--- config.mk ---
export PLATFORM = sky130hd
export DESIGN_NAME = internal_periph_bus_address_decoder
export DESIGN_NICKNAME = d
export VERILOG_FILES = /design/src/internal_periph_bus_decoder_pkg.sv /design/src/internal_periph_bus_target_decode.sv /design/src/internal_periph_bus_address_decoder.sv
export SDC_FILE = /design/constraint.sdc
export NUM_CORES = 1
export LEC_CHECK = 0
export BUFFER_PORTS_ARGS = -buffer_cell sky130_fd_sc_hd__buf_2
export CAP_MARGIN = 20
export CORE_UTILIZATION = 48
export CTS_CLUSTER_DIAMETER = 60
export DETAILED_ROUTE_END_ITERATION = 7
export GPL_TIMING_DRIVEN = 0
export MAX_ROUTING_LAYER = met4
export PLACE_DENSITY = 0.8
export SLEW_MARGIN = 40
export SYNTH_ARGS = -nofsm -noshare
export SYNTH_HDL_FRONTEND = slang
export SYNTH_SLANG_ARGS = --single-unit
--- constraint.sdc ---
create_clock -name clk_sys -period 4.8 [get_ports clk_sys]
set_clock_uncertainty 0.2 [all_clocks]
set_input_delay 0.96 -clock clk_sys [delete_from_list [all_inputs] [get_ports clk_sys]]
set_output_delay 0.96 -clock clk_sys [all_outputs]
set_load 0.005 [all_outputs]
--- src/internal_periph_bus_decoder_pkg.sv ---
// Package: address map, enable bit positions, reset values and access timing
package internal_periph_bus_decoder_pkg;

   // -----------------------------------------------------------------
   // Address map
   // -----------------------------------------------------------------
   localparam int unsigned  ADDR_W          = 24;
   localparam logic [23:0]  SMALL_RAM_LO    = 24'h00e000;
   localparam logic [23:0]  SMALL_RAM_HI    = 24'h00e7ff;
   localparam logic [23:0]  LARGE_RAM_LO    = 24'h00c000;
   localparam logic [23:0]  LARGE_RAM_HI    = 24'h00dfff;
   localparam logic [23:0]  FIRST_CAN_MODULE_LO         = 24'h00ef00;
   localparam logic [23:0]  FIRST_CAN_MODULE_HI         = 24'h00efff;
   localparam logic [23:0]  SECOND_CAN_MODULE_LO         = 24'h00ee00;
   localparam logic [23:0]  SECOND_CAN_MODULE_HI         = 24'h00eeff;
   localparam logic [23:0]  FUNC_AREA_LO    = 24'h00f000;
   localparam logic [23:0]  FUNC_AREA_HI    = 24'h00ffff;
   localparam logic [23:0]  EXT_FUNC_LO     = 24'h00f000;
   localparam logic [23:0]  EXT_FUNC_HI     = 24'h00f1ff;
   localparam logic [23:0]  STD_FUNC_LO     = 24'h00fe00;
   localparam logic [23:0]  STD_FUNC_HI     = 24'h00ffff;
   localparam logic [23:0]  INTERNAL_DUAL_PORT_RAM_LO         = 24'h00f600;
   localparam logic [23:0]  INTERNAL_DUAL_PORT_RAM_HI         = 24'h00fdff;
   localparam int unsigned  SMALL_RAM_BYTES = 2048;
   localparam int unsigned  LARGE_RAM_BYTES = 8192;
   localparam int unsigned  INTERNAL_DUAL_PORT_RAM_BYTES      = 2048;
   localparam int unsigned  FUNC_AREA_BYTES = 512;
   localparam int unsigned  SEG_LINES_CAN   = 4;

   // -----------------------------------------------------------------
   // Register map (AXI4-Lite byte addresses)
   // -----------------------------------------------------------------
   localparam logic [7:0]   SYSCFG_OFS      = 8'h00;
   localparam logic [7:0]   PERCFG_OFS      = 8'h04;
   localparam logic [7:0]   STATUS_OFS      = 8'h08;
   localparam int unsigned  GLOBAL_EN_BIT   = 2;
   localparam int unsigned  FIRST_CAN_MODULE_EN_BIT     = 0;
   localparam int unsigned  SECOND_CAN_MODULE_EN_BIT     = 1;
   localparam int unsigned  SMALL_EN_BIT    = 2;
   localparam int unsigned  LARGE_EN_BIT    = 3;
   localparam logic [7:0]   PERCFG_RESET    = 8'h05;
   localparam logic [7:0]   SYSCFG_RESET    = 8'h00;
   localparam logic [1:0]   RESP_OKAY       = 2'b00;
   localparam logic [1:0]   RESP_SLVERR     = 2'b10;

   // -----------------------------------------------------------------
   // Timing
   // -----------------------------------------------------------------
   localparam int unsigned  CLK_PERIOD_PS   = 20000;
   localparam int unsigned  EXTENSION_RAM_ACCESS_PS  = 62500;
   localparam int unsigned  CAN_ACCESS_PS   = 125000;
   localparam int unsigned  CPU_CYCLE_PS    = 62500;
   // Fast RAM: one bus cycle, no wait state
   localparam int unsigned  EXTENSION_RAM_WAITS      = 0;
   // CAN: two wait states beyond the base cycle
   localparam int unsigned  CAN_WAITS       = 2;

   typedef enum logic [2:0] {
      TGT_EXT, TGT_SMALL_RAM, TGT_LARGE_RAM, TGT_FIRST_CAN_MODULE, TGT_SECOND_CAN_MODULE, TGT_FUNC, TGT_INTERNAL_DUAL_PORT_RAM
   } target_t;

   typedef struct packed {
      logic [23:0] addr;
      logic        write;
      logic [1:0]  byte_en;
      logic [15:0] wdata;
   } cpu_req_t;

   typedef struct packed {
      logic        global_en;
      logic        small_en;
      logic        large_en;
      logic        first_can_module_en;
      logic        second_can_module_en;
   } enables_t;

endpackage

--- src/internal_periph_bus_target_decode.sv ---
// Combinational address-to-target decode with enable gating
module internal_periph_bus_target_decode
   import internal_periph_bus_decoder_pkg::*;
(
   input  wire logic [23:0] addr,
   input  wire enables_t    en,
   output target_t          target,
   output logic [4:0]       wait_states
);
   wire in_small = addr >= SMALL_RAM_LO && addr <= SMALL_RAM_HI;
   wire in_large = addr >= LARGE_RAM_LO && addr <= LARGE_RAM_HI;
   wire in_first_can_module  = addr >= FIRST_CAN_MODULE_LO && addr <= FIRST_CAN_MODULE_HI;
   wire in_second_can_module  = addr >= SECOND_CAN_MODULE_LO && addr <= SECOND_CAN_MODULE_HI;
   wire in_internal_dual_port_ram  = addr >= INTERNAL_DUAL_PORT_RAM_LO && addr <= INTERNAL_DUAL_PORT_RAM_HI;
   wire in_ext_f = addr >= EXT_FUNC_LO && addr <= EXT_FUNC_HI;
   wire in_std_f = addr >= STD_FUNC_LO && addr <= STD_FUNC_HI;

   // Disabled areas fall to the external interface
   assign target = (in_std_f | in_ext_f)                 ? TGT_FUNC      :
                   in_internal_dual_port_ram                               ? TGT_INTERNAL_DUAL_PORT_RAM      :
                   (in_small & en.global_en & en.small_en) ? TGT_SMALL_RAM :
                   (in_large & en.global_en & en.large_en) ? TGT_LARGE_RAM :
                   (in_first_can_module & en.global_en & en.first_can_module_en) ? TGT_FIRST_CAN_MODULE      :
                   (in_second_can_module & en.global_en & en.second_can_module_en) ? TGT_SECOND_CAN_MODULE      :
                   TGT_EXT;

   assign wait_states = (target == TGT_FIRST_CAN_MODULE || target == TGT_SECOND_CAN_MODULE) ? 5'(CAN_WAITS)
                                                                    : 5'(EXTENSION_RAM_WAITS);
endmodule

--- src/internal_periph_bus_address_decoder.sv ---
// Top: address decoder with AXI4-Lite configuration registers and CPU access path
//
// Operation
// - Flat 16M-byte space, every location reachable by byte or word access.
// - Internal dual-port RAM of 2K holds 16-word register banks.
// - Extension RAM is 10K: small 2K area plus large 8K area.
// - Extension RAM access: 16-bit, no wait state, byte or word.
// - E000-E7FF goes to small RAM when global and small enables set.
// - Otherwise small RAM range goes to external interface.
// - C000-DFFF goes to large RAM when global and large enables set.
// - Otherwise large RAM range goes to external interface.
// - 1024 bytes in two 512-byte areas reserved for function registers.
// - EF00-EFFF reaches first CAN when global and first-CAN enables set.
// - EE00-EEFF reaches second CAN when global and second-CAN enables set.
// - CAN access: 16-bit demultiplexed, byte allowed, two wait states.
// - With any CAN used only four segment address lines drive out.
// - Both CANs disabled: EE00-EFFF goes to external interface.
// - Peripheral config resets to 05h: first CAN and small RAM on.
// - Peripheral config is locked while global enable is set.
module internal_periph_bus_address_decoder
   import internal_periph_bus_decoder_pkg::*;
#(
   parameter int unsigned MAX_WAITS = 7
)(
   input  wire logic        clk_sys,
   input  wire logic        rst,
   input  wire logic        clk_en,
   // AXI4-Lite slave
   input  wire logic [7:0]  s_axi_awaddr,
   input  wire logic        s_axi_awvalid,
   output logic             s_axi_awready,
   input  wire logic [31:0] s_axi_wdata,
   input  wire logic [3:0]  s_axi_wstrb,
   input  wire logic        s_axi_wvalid,
   output logic             s_axi_wready,
   output logic [1:0]       s_axi_bresp,
   output logic             s_axi_bvalid,
   input  wire logic        s_axi_bready,
   input  wire logic [7:0]  s_axi_araddr,
   input  wire logic        s_axi_arvalid,
   output logic             s_axi_arready,
   output logic [31:0]      s_axi_rdata,
   output logic [1:0]       s_axi_rresp,
   output logic             s_axi_rvalid,
   input  wire logic        s_axi_rready,
   // CPU side
   input  wire cpu_req_t    cpu_req,
   input  wire logic        cpu_req_valid,
   output logic             cpu_ready,
   // Target side
   output cpu_req_t         tgt_req,
   output logic [6:0]       tgt_sel,
   output logic             seg_limit
);

   if (MAX_WAITS < CAN_WAITS || MAX_WAITS > 31) begin : g_bad_waits
      $error("MAX_WAITS out of range");
   end

   // -----------------------------------------------------------------
   // Configuration registers
   // -----------------------------------------------------------------
   logic [7:0] syscfg_q;
   logic [7:0] percfg_q;
   logic       aw_got_q;
   logic       w_got_q;
   logic [7:0] awaddr_q;
   logic [31:0] wdata_q;
   logic [3:0] wstrb_q;

   wire global_en   = syscfg_q[GLOBAL_EN_BIT];
   wire aw_take     = s_axi_awvalid & s_axi_awready;
   wire w_take      = s_axi_wvalid & s_axi_wready;
   wire wr_go       = aw_got_q & w_got_q & ~s_axi_bvalid;
   wire wr_sys      = wr_go & (awaddr_q == SYSCFG_OFS);
   wire wr_per      = wr_go & (awaddr_q == PERCFG_OFS);
   wire wr_known    = wr_sys | wr_per | (awaddr_q == STATUS_OFS);
   wire per_write   = wr_per & wstrb_q[0] & ~global_en;
   wire sys_write   = wr_sys & wstrb_q[0];

   enables_t en;
   assign en.global_en = global_en;
   assign en.small_en  = percfg_q[SMALL_EN_BIT];
   assign en.large_en  = percfg_q[LARGE_EN_BIT];
   assign en.first_can_module_en   = percfg_q[FIRST_CAN_MODULE_EN_BIT];
   assign en.second_can_module_en   = percfg_q[SECOND_CAN_MODULE_EN_BIT];

   always_ff @(posedge clk_sys or posedge rst) begin
      if (rst) begin
         syscfg_q      <= SYSCFG_RESET;
         percfg_q      <= PERCFG_RESET;
         aw_got_q      <= 1'b0;
         w_got_q       <= 1'b0;
         awaddr_q      <= 8'h00;
         wdata_q       <= 32'h00000000;
         wstrb_q       <= 4'h0;
         s_axi_awready <= 1'b1;
         s_axi_wready  <= 1'b1;
         s_axi_bvalid  <= 1'b0;
         s_axi_bresp   <= RESP_OKAY;
      end else if (clk_en) begin
         if (aw_take) begin
            aw_got_q      <= 1'b1;
            awaddr_q      <= s_axi_awaddr;
            s_axi_awready <= 1'b0;
         end
         if (w_take) begin
            w_got_q      <= 1'b1;
            wdata_q      <= s_axi_wdata;
            wstrb_q      <= s_axi_wstrb;
            s_axi_wready <= 1'b0;
         end
         if (sys_write)
            syscfg_q <= wdata_q[7:0];
         if (per_write)
            percfg_q <= wdata_q[7:0];
         if (wr_go) begin
            s_axi_bvalid <= 1'b1;
            s_axi_bresp  <= wr_known ? RESP_OKAY : RESP_SLVERR;
            aw_got_q     <= 1'b0;
            w_got_q      <= 1'b0;
         end
         if (s_axi_bvalid && s_axi_bready) begin
            s_axi_bvalid  <= 1'b0;
            s_axi_awready <= 1'b1;
            s_axi_wready  <= 1'b1;
         end
      end
   end

   // -----------------------------------------------------------------
   // Register reads
   // -----------------------------------------------------------------
   logic [31:0] rd_val;
   logic [1:0]  rd_resp;
   wire  [7:0]  status_val = {2'b00, seg_limit, tgt_sel[4:0]};

   assign rd_val  = (s_axi_araddr == SYSCFG_OFS) ? {24'h000000, syscfg_q} :
                    (s_axi_araddr == PERCFG_OFS) ? {24'h000000, percfg_q} :
                    (s_axi_araddr == STATUS_OFS) ? {24'h000000, status_val} :
                    32'h00000000;
   assign rd_resp = (s_axi_araddr == SYSCFG_OFS || s_axi_araddr == PERCFG_OFS ||
                     s_axi_araddr == STATUS_OFS) ? RESP_OKAY : RESP_SLVERR;

   always_ff @(posedge clk_sys or posedge rst) begin
      if (rst) begin
         s_axi_arready <= 1'b1;
         s_axi_rvalid  <= 1'b0;
         s_axi_rdata   <= 32'h00000000;
         s_axi_rresp   <= RESP_OKAY;
      end else if (clk_en) begin
         if (s_axi_arvalid && s_axi_arready) begin
            s_axi_arready <= 1'b0;
            s_axi_rvalid  <= 1'b1;
            s_axi_rdata   <= rd_val;
            s_axi_rresp   <= rd_resp;
         end else if (s_axi_rvalid && s_axi_rready) begin
            s_axi_rvalid  <= 1'b0;
            s_axi_arready <= 1'b1;
         end
      end
   end

   // -----------------------------------------------------------------
   // CPU access path
   // -----------------------------------------------------------------
   // Decode is registered at request time so enables changing mid-access
   // cannot move the access to another target.
   typedef enum {ST_IDLE, ST_WAIT} acc_state_t;
   acc_state_t  state_q;
   logic [4:0]  wait_q;
   target_t     dec_target;
   logic [4:0]  dec_waits;
   logic [6:0]  sel_d;

   internal_periph_bus_target_decode u_decode (
      .addr        (cpu_req.addr),
      .en          (en),
      .target      (dec_target),
      .wait_states (dec_waits)
   );

   // One-hot select, one bit per target
   generate
      for (genvar i = 0; i < 7; i++) begin : g_sel
         assign sel_d[i] = (dec_target == target_t'(i));
      end
   endgenerate

   always_ff @(posedge clk_sys or posedge rst) begin
      if (rst) begin
         state_q   <= ST_IDLE;
         wait_q    <= 5'h00;
         tgt_req   <= '0;
         tgt_sel   <= 7'h00;
         cpu_ready <= 1'b0;
         seg_limit <= 1'b0;
      end else if (clk_en) begin
         seg_limit <= global_en & (en.first_can_module_en | en.second_can_module_en);
         cpu_ready <= 1'b0;
         case (state_q)
            ST_IDLE: begin
               // The request still stands at its ready edge: do not take it twice
               if (cpu_req_valid && !cpu_ready) begin
                  tgt_req <= cpu_req;
                  tgt_sel <= sel_d;
                  wait_q  <= dec_waits;
                  state_q <= ST_WAIT;
               end
            end
            ST_WAIT: begin
               if (wait_q == 5'h00) begin
                  cpu_ready <= 1'b1;
                  tgt_sel   <= 7'h00;
                  state_q   <= ST_IDLE;
               end else begin
                  wait_q <= wait_q - 5'h01;
               end
            end
            default: state_q <= ST_IDLE;
         endcase
      end
   end
endmodule

==> out/qor.csv, run 1 <==
metric,value,unit
number of cell rows,35,
min-delay worst type,reg2reg,
pre-CTS setup slack,1.67,ns
RSZ-0062 raised after global routing,no,
reg2reg end,percfg_q[3],
Setup CP Type,in2reg,
M3 GR Usage,4.83,%
slowest CP cell,or4b_4,
Total Routed Length,11200,µm
clk buf depth,2,
CTS resizes,0,
Post-Syn Area,4760,µm²
most frequent cells in the layout,"158 x nand2_1, 140 x buf_2, 103 x dfrtp_1",
Via density,4.93,
NetSw,915,µW
ant diodes,0,
Crit Path Max Fanout,8,
Final #Nets,749,
Syn Inst Count,466,
final worst path period share,57.4,%
antenna violations before repair,0,
"EDFF count, synth",0,
"commonest non-fill, non-tap cell in the layout",nand2_1,
crit path buf inv count,1,
worst hold start,tgt_req[29],
fmax,363,MHz
Post-synth ARST share,100,%
critical path arrival,2.81,ns
Wirelength per Cell,14.4,µm
WHS Path Cells,2,
via count,3831,
DRC Markers,0,
Synth warnings,0,
Iter 0 DRT Violations,201,
die height,102,µm
vias in the first global route,3751,
Final Non-Filler Cells,777,
PnR worst setup slack,2.04,ns
met1 GRT Util,28.9,%
CTS Hold Bufs,0,
CTS Sinks,108,
die extent in x,102,µm
Initial Util,50.6,%
largest delay contributor family on the critical path,simple AND/OR/NAND/NOR gates,
post-route minimum period,2.76,ns
die area,10300,µm²
clk slew on worst S/H paths,0.09,ns
synth unique cells,46,
Worst-Margin Slew,0.667,ns
peak per-stage delay on the critical path,0.57,ns
register area,2710,µm²
gpl congestion,0.827,
setup tns final,0,ns
power density over the cells,476,nW/µm²
Critical Path Sink Type,register,
core area,9420,µm²
final instance area,5970,µm²
Post-CTS Setup Bufs,0,
combinational share of power,29.0,%
status,"complete, no violations",
port bufs,140,
Clk pwr share,20.5,%
CTS tree,done,
CTS HTree Levels,3,
fin. max-slew vios,0,
Hold Path End,tgt_req[29],
Critical Path Source Type,input pin,
r2r setup slk,2.29,ns
multi-input logic area,1870,µm²
Final Hold Viols,0,
Placement Cell Area,5750,µm²
TritonCTS buffer count,9,
total gr overflow,0,
layout cells sized above 1,35.2,%
Ports,197,
GR peak layer,met2,
total power,2.84,mW
root buf cell,clkbuf_8,
critical path launch point,clk_en,
first-pass GRT wire length,17700,µm
power share of the sequential group,50.5,%
sw frac,32.2,%
Pleak,3.22,nW
met2 Resource Use GR,37.6,%
cell-internal power,1.93,mW
total track usage,23.0,%
required time worst endpoint,4.85,ns
sequence of cells on the critical path,buf_2 -> nand4b_1 -> or4b_4 -> nor3b_4 -> mux2_2,
Clock Latency Late Sink,0.36,ns
Initial DRT Pass Iterations,4,
Syn Area/Cell,10.2,µm²
Final HPWL DP,8390,µm
Final setup viols,0,
worst IR drop on VDD,0.256,mV
placed insts,761,
critical path depth in cells,5,
max-cap viol count,0,
pin count of the biggest net entering global routing,66,
dominant synthesized flop cell,dfrtp_1,
"Seq/Total Area, Yosys",56.9,%
register bit total from synthesis,108,
post-route ant nets,0,
reg-to-reg startpoint,awaddr_q[1],
synthesis-to-layout area growth,25.3,%
# fillers,795,
Worst slew margin,55.6,%
reg2reg path depth,5,
==> per-stage QoR <==
| stage | util (%) | hold slack, ns |
|---|---|---|
| after floorplan | - | 0.270 |
| after global placement | 60.7 | 0.252 |
| after detailed placement | 61.1 | 0.257 |
| after CTS | 63.4 | 0.278 |
| after global routing | 63.4 | 0.302 |
| final | 63.4 | 0.275 |
==> tightest hold or removal path, stage by stage, from the launching register on <==
cell and delay [ns]:
dfrtp_1 0.35, nand2_1 0.05, nand2_1 0.05
==> state kept, by name (all words and copies together), names as in the netlist <==
name and flops:
aw_got_q 1, awaddr_q 8, cpu_ready 1, percfg_q 8, s_axi_arready 1, s_axi_awready 1
s_axi_bresp 1, s_axi_bvalid 1, s_axi_rdata 8, s_axi_rresp 1, s_axi_rvalid 1, s_axi_wready 1
seg_limit 1, state_q 1, syscfg_q 8, tgt_req 43, tgt_sel 7, w_got_q 1
wait_q 5, wdata_q 8, wstrb_q 1
==> routing by layer <==
layer,routed length (µm),vias to the layer above
li1,-,1850
met1,4820,1830
met2,5540,138
met3,698,13
met4,116,0
met5,0,-
==> cells by family (layout without fill, tap and decap cells) <==
| kind of cell | after synthesis | in the layout | synth area share, % |
|---|---|---|---|
| compound gates | 49 | 49 | 6.54 |
| xor+xnor | 4 | 4 | 0.736 |
| fa+ha+maj | 2 | 2 | 0.525 |
| buf+inv | 49 | 206 | 5.91 |
| flops | 108 | 108 | 56.9 |
| mux | 43 | 43 | 9.96 |
| other cells | 1 | 26 | 0.0787 |
| simple gates | 210 | 210 | 19.4 |
==> how the worst max path moves through the flow <==
stage / endpoint / slack, ns
floorplan: aw_got_q / 0.80
global placement: tgt_req[22] / -0.26
detailed placement: percfg_q[4] / 1.67
CTS: percfg_q[3] / 2.06
global route: percfg_q[3] / 1.97
finish: percfg_q[3] / 2.04
==> layout make-up <==
cell class                      instances  area share, %
Inverter                                7          0.566
Timing Repair Buffer                  141           12.2
Buffer                                 42           4.28
Multi-Input combinational cell        334           31.3
Sequential cell                       108           45.4
Tap cell                              129           2.71
Clock inverter                          3          0.734
Clock buffer                           13           2.83
==> Yosys cell counts, drive strengths merged, types with 2 or more instances <==
| master | count | area [µm²] |
|---|---|---|
| a21boi | 2 | 15.0 |
| nand2 | 158 | 593 |
| and2 | 5 | 31.3 |
| clkbuf | 14 | 52.6 |
| inv | 7 | 26.3 |
| nand4 | 2 | 12.5 |
| nor3b | 3 | 33.8 |
| xor2 | 3 | 26.3 |
| ha | 2 | 25.0 |
| nor2 | 13 | 51.3 |
| o21ai | 17 | 85.1 |
| mux2 | 35 | 394 |
| a32o | 4 | 40.0 |
| mux2i | 8 | 80.1 |
| or3 | 2 | 12.5 |
| dfstp | 5 | 131 |
| buf | 28 | 203 |
| and4b | 2 | 20.0 |
| nor4 | 3 | 18.8 |
| dfrtp | 103 | 2580 |
| a21oi | 13 | 65.1 |
| a31oi | 3 | 18.8 |
| nor4b | 2 | 17.5 |
| a22o | 3 | 26.3 |
| nand3 | 10 | 50.1 |
| nand4b | 3 | 26.3 |
==> power by group through the flow <==
stage | Clock (mW) | Sequential [mW] | Combinational, mW
2_1_floorplan | 0 | 1.44 | 0.449
3_3_place_gp | 0 | 1.43 | 0.790
3_5_place_dp | 0 | 1.45 | 0.831
4_1_cts | 0.593 | 1.44 | 0.834
5_1_grt | 0.627 | 1.48 | 0.936
6_report | 0.583 | 1.43 | 0.823
Note: power is estimated with default switching activity, not from simulation.
==> run 2: changes to the inputs <==
--- a/config.mk
+++ b/config.mk
@@ -5,6 +5,7 @@
 export SDC_FILE = /design/constraint.sdc
 export NUM_CORES = 1
 export LEC_CHECK = 0
+export ABC_AREA = 1
 export BUFFER_PORTS_ARGS = -buffer_cell sky130_fd_sc_hd__buf_2
 export CAP_MARGIN = 20
 export CORE_UTILIZATION = 48
==> constraint.sdc (replaced) <==
create_clock -name clk_sys -period 2.7 [get_ports clk_sys]
set_clock_uncertainty 0.2 [all_clocks]
set_input_delay 0.54 -clock clk_sys [delete_from_list [all_inputs] [get_ports clk_sys]]
set_output_delay 0.54 -clock clk_sys [all_outputs]
set_load 0.005 [all_outputs]
==> out/qor.csv, run 2 <==
metric,value,unit,change
status,"complete, no violations",,unchanged
TritonCTS buffer count,9,,unchanged
min-delay worst type,in2async,,was reg2reg
fin. max-slew vios,0,,unchanged
final worst path period share,67.9,%,
post-synth top area cell,dfrtp_1,,unchanged
"Seq/Total Area, Yosys",55.8,%,was 56.9%
Iter 0 DRT Violations,255,,was 201
power density over the cells,858,nW/µm²,was 476 nW/µm²
register bit total from synthesis,108,,unchanged
reg-to-reg startpoint,s_axi_bvalid,,was awaddr_q[1]
"EDFF count, synth",0,,unchanged
dominant synthesized flop cell,dfrtp_1,,unchanged
clk slew on worst S/H paths,0.09,ns,about the same
Ports,197,,unchanged
Worst-Margin Slew,0.570,ns,was 0.667 ns
synthesis-to-layout area growth,25.9,%,was 25.3%
die extent in x,103,µm,was 102 µm
post-synth top area share,53.1,%,was 54.1%
CP most frequent cell,inv_2,,
total track usage,22.6,%,was 23.0%
core area,9770,µm²,was 9420 µm²
Post-Syn Area,4850,µm²,was 4760 µm²
Final setup viols,0,,unchanged
Initial DRT Pass Iterations,5,,was 4
worst IR drop on VDD,0.430,mV,was 0.256 mV
ant diodes,0,,unchanged
Total Routed Length,11100,µm,was 11200 µm
placed insts,876,,was 761
CTS Sinks,108,,unchanged
most frequent cells in the layout,"227 x nand2_1, 148 x buf_2, 103 x dfrtp_1",,"was 158 x nand2_1, 140 x buf_2, 103 x dfrtp_1"
RSZ-0062 raised after global routing,no,,unchanged
Final HPWL DP,8790,µm,was 8390 µm
layout cells sized above 1,28.7,%,was 35.2%
most numerous cell in the Yosys netlist,nand2_1,,unchanged
Crit Path Max Fanout,10,,was 8
gpl congestion,0.857,,was 0.827
post-route ant nets,0,,unchanged
Syn Inst Count,571,,was 466
CTS Hold Bufs,0,,unchanged
synth unique cells,38,,was 46
CTS resizes,0,,unchanged
"commonest non-fill, non-tap cell in the layout",nand2_1,,unchanged
Synth warnings,0,,unchanged
root buf cell,clkbuf_8,,unchanged
Final Non-Filler Cells,892,,was 777
number of cell rows,36,,was 35
port bufs,143,,was 140
peak per-stage delay on the critical path,0.44,ns,was 0.57 ns
max FFs per register,43,,unchanged
first-pass GRT wire length,17800,µm,was 17700 µm
Wirelength per Cell,12.5,µm,was 14.4 µm
crit path buf inv count,3,,was 1
setup tns final,0,ns,unchanged
die area,10500,µm²,was 10300 µm²
synth top area cells,"dfrtp_1 53%, nand2_1 18%, buf_4 4.3%",,"was dfrtp_1 54%, nand2_1 12%, mux2_2 8.3%"
max-cap viol count,0,,unchanged
DRC Markers,0,,unchanged
Biggest register,tgt_req,,unchanged
clk buf depth,2,,unchanged
via count,4278,,was 3831
sequence of cells on the critical path,inv_2 -> nand3_2 -> nor3_2 -> inv_2 -> nor4_4 -> buf_6 -> o21ai_0,,was buf_2 -> nand4b_1 -> or4b_4 -> nor3b_4 -> mux2_2
Post-CTS Setup Bufs,0,,unchanged
Clock Latency Late Sink,0.35,ns,was 0.36 ns
Setup CP Type,reg2reg,,was in2reg
Post-synth ARST share,100,%,unchanged
Critical Path Source Type,register,,was input pin
post-route minimum period,1.83,ns,
critical path launch point,s_axi_bvalid,,was clk_en
Initial Util,49.7,%,was 50.6%
antenna violations before repair,0,,unchanged
Final #Nets,860,,was 749
required time worst endpoint,2.74,ns,was 4.85 ns
total gr overflow,0,,unchanged
Critical Path Sink Type,register,,unchanged
Worst slew margin,61.8,%,was 55.6%
critical path arrival,1.87,ns,was 2.81 ns
die height,103,µm,was 102 µm
Via density,4.80,,was 4.93
Post-synth top cells,"227 x nand2_1, 103 x dfrtp_1, 50 x inv_1, 40 x o21ai_0, 28 x buf_4",,"was 158 x nand2_1, 103 x dfrtp_1, 35 x mux2_2, 26 x buf_4, 16 x o21ai_0"
CTS HTree Levels,3,,unchanged
CTS tree,done,,unchanged
slowest CP cell,dfrtp_1,,was or4b_4
pin count of the biggest net entering global routing,28,,was 66
Final Hold Viols,0,,unchanged
vias in the first global route,3841,,was 3751
fmax,545,MHz,
largest delay contributor family on the critical path,simple AND/OR/NAND/NOR gates,,unchanged
Syn Area/Cell,8.50,µm²,was 10.2 µm²
Pleak,3.41,nW,was 3.22 nW
run 2: cell types whose count changed after synthesis, moves of 7 or more:
cell and delta:
nand2_1 +69, inv_1 +43, mux2_2 -34, o21ai_0 +24, nor2_1 +14, nand3_1 +9
mux2i_1 -8, a21oi_1 -7, clkbuf_1 -7, o21ai_1 +7
run 2: kinds of logic after synthesis:
group	share of synthesized area, %
flops	55.8
simple gates	25.1
other cells	0.0772
compound gates	8.53
buf+inv	9.72
mux	0.232
fa+ha+maj	0.515
run 2: final timing paths:
kind / to / slack (ns) / cells past startpoint
setup / recovery: syscfg_q[4] / 0.87 / 7
hold / removal: s_axi_rresp[1] / 0.03 / 2
setup reg to reg: syscfg_q[4] / 0.87 / 7
hold reg to reg: tgt_req[8] / 0.27 / 2
max in group asynchronous: percfg_q[2] / 1.35 / 5
min in group clk_sys: tgt_req[3] / 0.17 / 3
run 2: area by class of cell:
class / count / area [µm²]
fillers: 887 / 3660
flip-flops and latches: 108 / 2710
multi-input cells: 394 / 1770
repair buffers: 147 / 811
plain buffers: 41 / 273
inverters: 53 / 203
clock buffers: 15 / 176
well taps: 133 / 166
clock inverters: 1 / 5.00
run 2: routing by layer:
layer  up-vias  global-route usage, %  share of wire, %
li1       2107                      -                 -
met1      2031                   29.2                44
met2       129                   36.8                50
met3        11                   3.93               5.1
met4         0                   6.26               1.4
met5         -                      -                 0
run 2: power by group:
group | leakage [nW] | switching [mW] | internal (mW)
sequential | 1.31 | 0.372 | 2.27
clock | 0.0937 | 0.506 | 0.413
combinational | 2.00 | 0.926 | 0.754
total | 3.41 | 1.80 | 3.44
run 2: metrics by stage:
step,power (mW),hold slack [ns],cell area [µm²],utilization [%],setup slack [ns]
floorplan,3.58,0.234,4950,-,0.663
global placement,4.25,0.250,5830,59.7,0.0299
detailed placement,4.37,0.253,5930,60.7,0.695
CTS,5.29,0.0393,6110,62.5,0.850
global route,5.69,0.0590,6110,62.5,0.691
finish,5.24,0.0336,6110,62.5,0.867
==> run 3: changes to the inputs <==
==> constraint.sdc (replaced) <==
create_clock -name clk_sys -period 1.85 [get_ports clk_sys]
set_clock_uncertainty 0.2 [all_clocks]
set_input_delay 0.37 -clock clk_sys [delete_from_list [all_inputs] [get_ports clk_sys]]
set_output_delay 0.37 -clock clk_sys [all_outputs]
set_load 0.005 [all_outputs]
==> out/qor.csv, run 3 (same netlist as run 2, synthesis figures left out) <==
metric,value,unit,change
Via density,4.83,,was 4.80
pin count of the biggest net entering global routing,28,,unchanged
PnR worst setup slack,0.0329,ns,was 0.867 ns
antenna violations before repair,0,,unchanged
most frequent cells in the layout,"223 x nand2_1, 148 x buf_2, 102 x dfrtp_1",,"was 227 x nand2_1, 148 x buf_2, 103 x dfrtp_1"
root buf cell,clkbuf_8,,unchanged
CTS tree,done,,unchanged
# fillers,858,,was 887
Worst slew margin,64.0,%,was 61.8%
Total Routed Length,11800,µm,was 11100 µm
worst IR drop on VDD,0.625,mV,was 0.430 mV
Wirelength per Cell,13.0,µm,was 12.5 µm
final instance area,6280,µm²,was 6110 µm²
max FFs per register,43,,unchanged
Iter 0 DRT Violations,218,,was 255
core area,9770,µm²,unchanged
clk slew on worst S/H paths,0.09,ns,about the same
Biggest register,tgt_req,,unchanged
Final Util,64.3,%,was 62.5%
DRC Markers,0,,unchanged
die height,103,µm,unchanged
critical path arrival,1.90,ns,was 1.87 ns
Setup CP Type,reg2reg,,unchanged
via count,4383,,was 4278
CTS Sinks,108,,unchanged
Hold WS,0.00723,ns,was 0.0336 ns
Critical Path Source Type,register,,unchanged
number of cell rows,36,,unchanged
vias in the first global route,3987,,was 3841
Worst-Margin Slew,0.536,ns,was 0.570 ns
power density over the cells,1240,nW/µm²,was 858 nW/µm²
Initial Util,49.7,%,unchanged
gpl congestion,0.857,,unchanged
Pleak,3.48,nW,was 3.41 nW
Final #Nets,875,,was 860
Final HPWL DP,8790,µm,unchanged
required time worst endpoint,1.94,ns,was 2.74 ns
Initial DRT Pass Iterations,5,,unchanged
total track usage,23.3,%,was 22.6%
clk buf depth,2,,unchanged
setup tns final,0,ns,unchanged
Ports,197,,unchanged
post-route minimum period,1.82,ns,was 1.83 ns
die extent in x,103,µm,unchanged
fmax,550,MHz,was 545 MHz
pre-CTS setup slack,-0.00151,ns,was 0.695 ns
Crit Path Max Fanout,4,,was 10
fin. max-slew vios,0,,unchanged
synthesis-to-layout area growth,29.4,%,was 25.9%
TritonCTS buffer count,9,,unchanged
final worst path period share,98.2,%,was 67.9%
r2r setup slk,0.03,ns,was 0.87 ns
total gr overflow,0,,unchanged
Clock Latency Late Sink,0.36,ns,was 0.35 ns
layout cells sized above 1,30.0,%,was 28.7%
max-cap viol count,0,,unchanged
min-delay worst type,in2reg,,was in2async
die area,10500,µm²,unchanged
Critical Path Sink Type,register,,unchanged
first-pass GRT wire length,18300,µm,was 17800 µm
CTS HTree Levels,3,,unchanged
ant diodes,0,,unchanged
post-route ant nets,0,,unchanged
"commonest non-fill, non-tap cell in the layout",nand2_1,,unchanged
Final setup viols,0,,unchanged
RSZ-0062 raised after global routing,yes,,was no
Placement Cell Area,5930,µm²,unchanged
Final Hold Viols,0,,unchanged
port bufs,143,,unchanged
status,"complete, no violations",,unchanged
==> run 3: changes by cell type in the layout (fill, tap and decap cells not counted), sizes merged <==
cell	delta
clkinvlp	+1
buf	+4
dlygate4sd3	+10
==> run 3: routing by layer <==
| layer | vias up | GRT usage, % | part of all wire (%) |
|---|---|---|---|
| li1 | 2134 | - | - |
| met3 | 25 | 4.07 | 4.8 |
| met4 | 0 | 7.47 | 2.4 |
| met1 | 2072 | 29.5 | 43 |
| met5 | - | - | 0 |
| met2 | 152 | 38.1 | 50 |
==> run 3: repair_timing <==
action	in CTS	in global routing
resized for setup	0	18
buffers inserted	0	3
hold buffers	10	0
endpoints found under the setup margin	0	34
hold endpoints to repair	28	0
==> run 3: where the power goes <==
part           internal [mW]  switching (mW)  leakage [nW]  total (mW)
sequential              3.32           0.574          1.31        3.90
combinational           1.14            1.42          2.07        2.55
clock                  0.602           0.747        0.0937        1.35
==> run 3: area by class of cell <==
class / count / area [µm²] / share of cell area [%]
inverters: 53 / 203 / 3.23
clock buffers: 15 / 176 / 2.81
repair inverters: 1 / 5.00 / 0.0796
repair buffers: 161 / 941 / 15.0
well taps: 133 / 166 / 2.65
clock inverters: 1 / 5.00 / 0.0796
multi-input cells: 394 / 1800 / 28.7
flip-flops and latches: 108 / 2710 / 43.1
plain buffers: 41 / 273 / 4.34
==> run 3: worst paths after layout <==
| check | endpoint | depth (start not counted) | start |
|---|---|---|---|
| worst min register to register | tgt_req[0] | 2 | tgt_req[0] |
| worst max register to register | syscfg_q[4] | 8 | awaddr_q[5] |
| worst max-delay path | syscfg_q[4] | 8 | awaddr_q[5] |
| worst min-delay path | awaddr_q[6] | 3 | s_axi_awaddr[6] |
| min in group asynchronous | s_axi_rdata[7] | 3 | rst |
| max in group asynchronous | percfg_q[2] | 6 | rst |
==> run 3: metrics by stage <==
step / instances / power [mW]
after CTS: 902 / 7.74
after global placement: 872 / 6.21
after floorplan: 596 / 5.23
after detailed placement: 876 / 6.38
final: 907 / 7.80
after global routing: 907 / 8.43
==> run 3: worst max-delay path: stages, from the launching register on <==
cell and delay [ns]:
dfrtp_1 0.40, nor2_2 0.12, nand2_2 0.08, nor3_4 0.19
inv_2 0.07, nor4_4 0.34, buf_4 0.22, nand2_2 0.05
o21ai_1 0.08
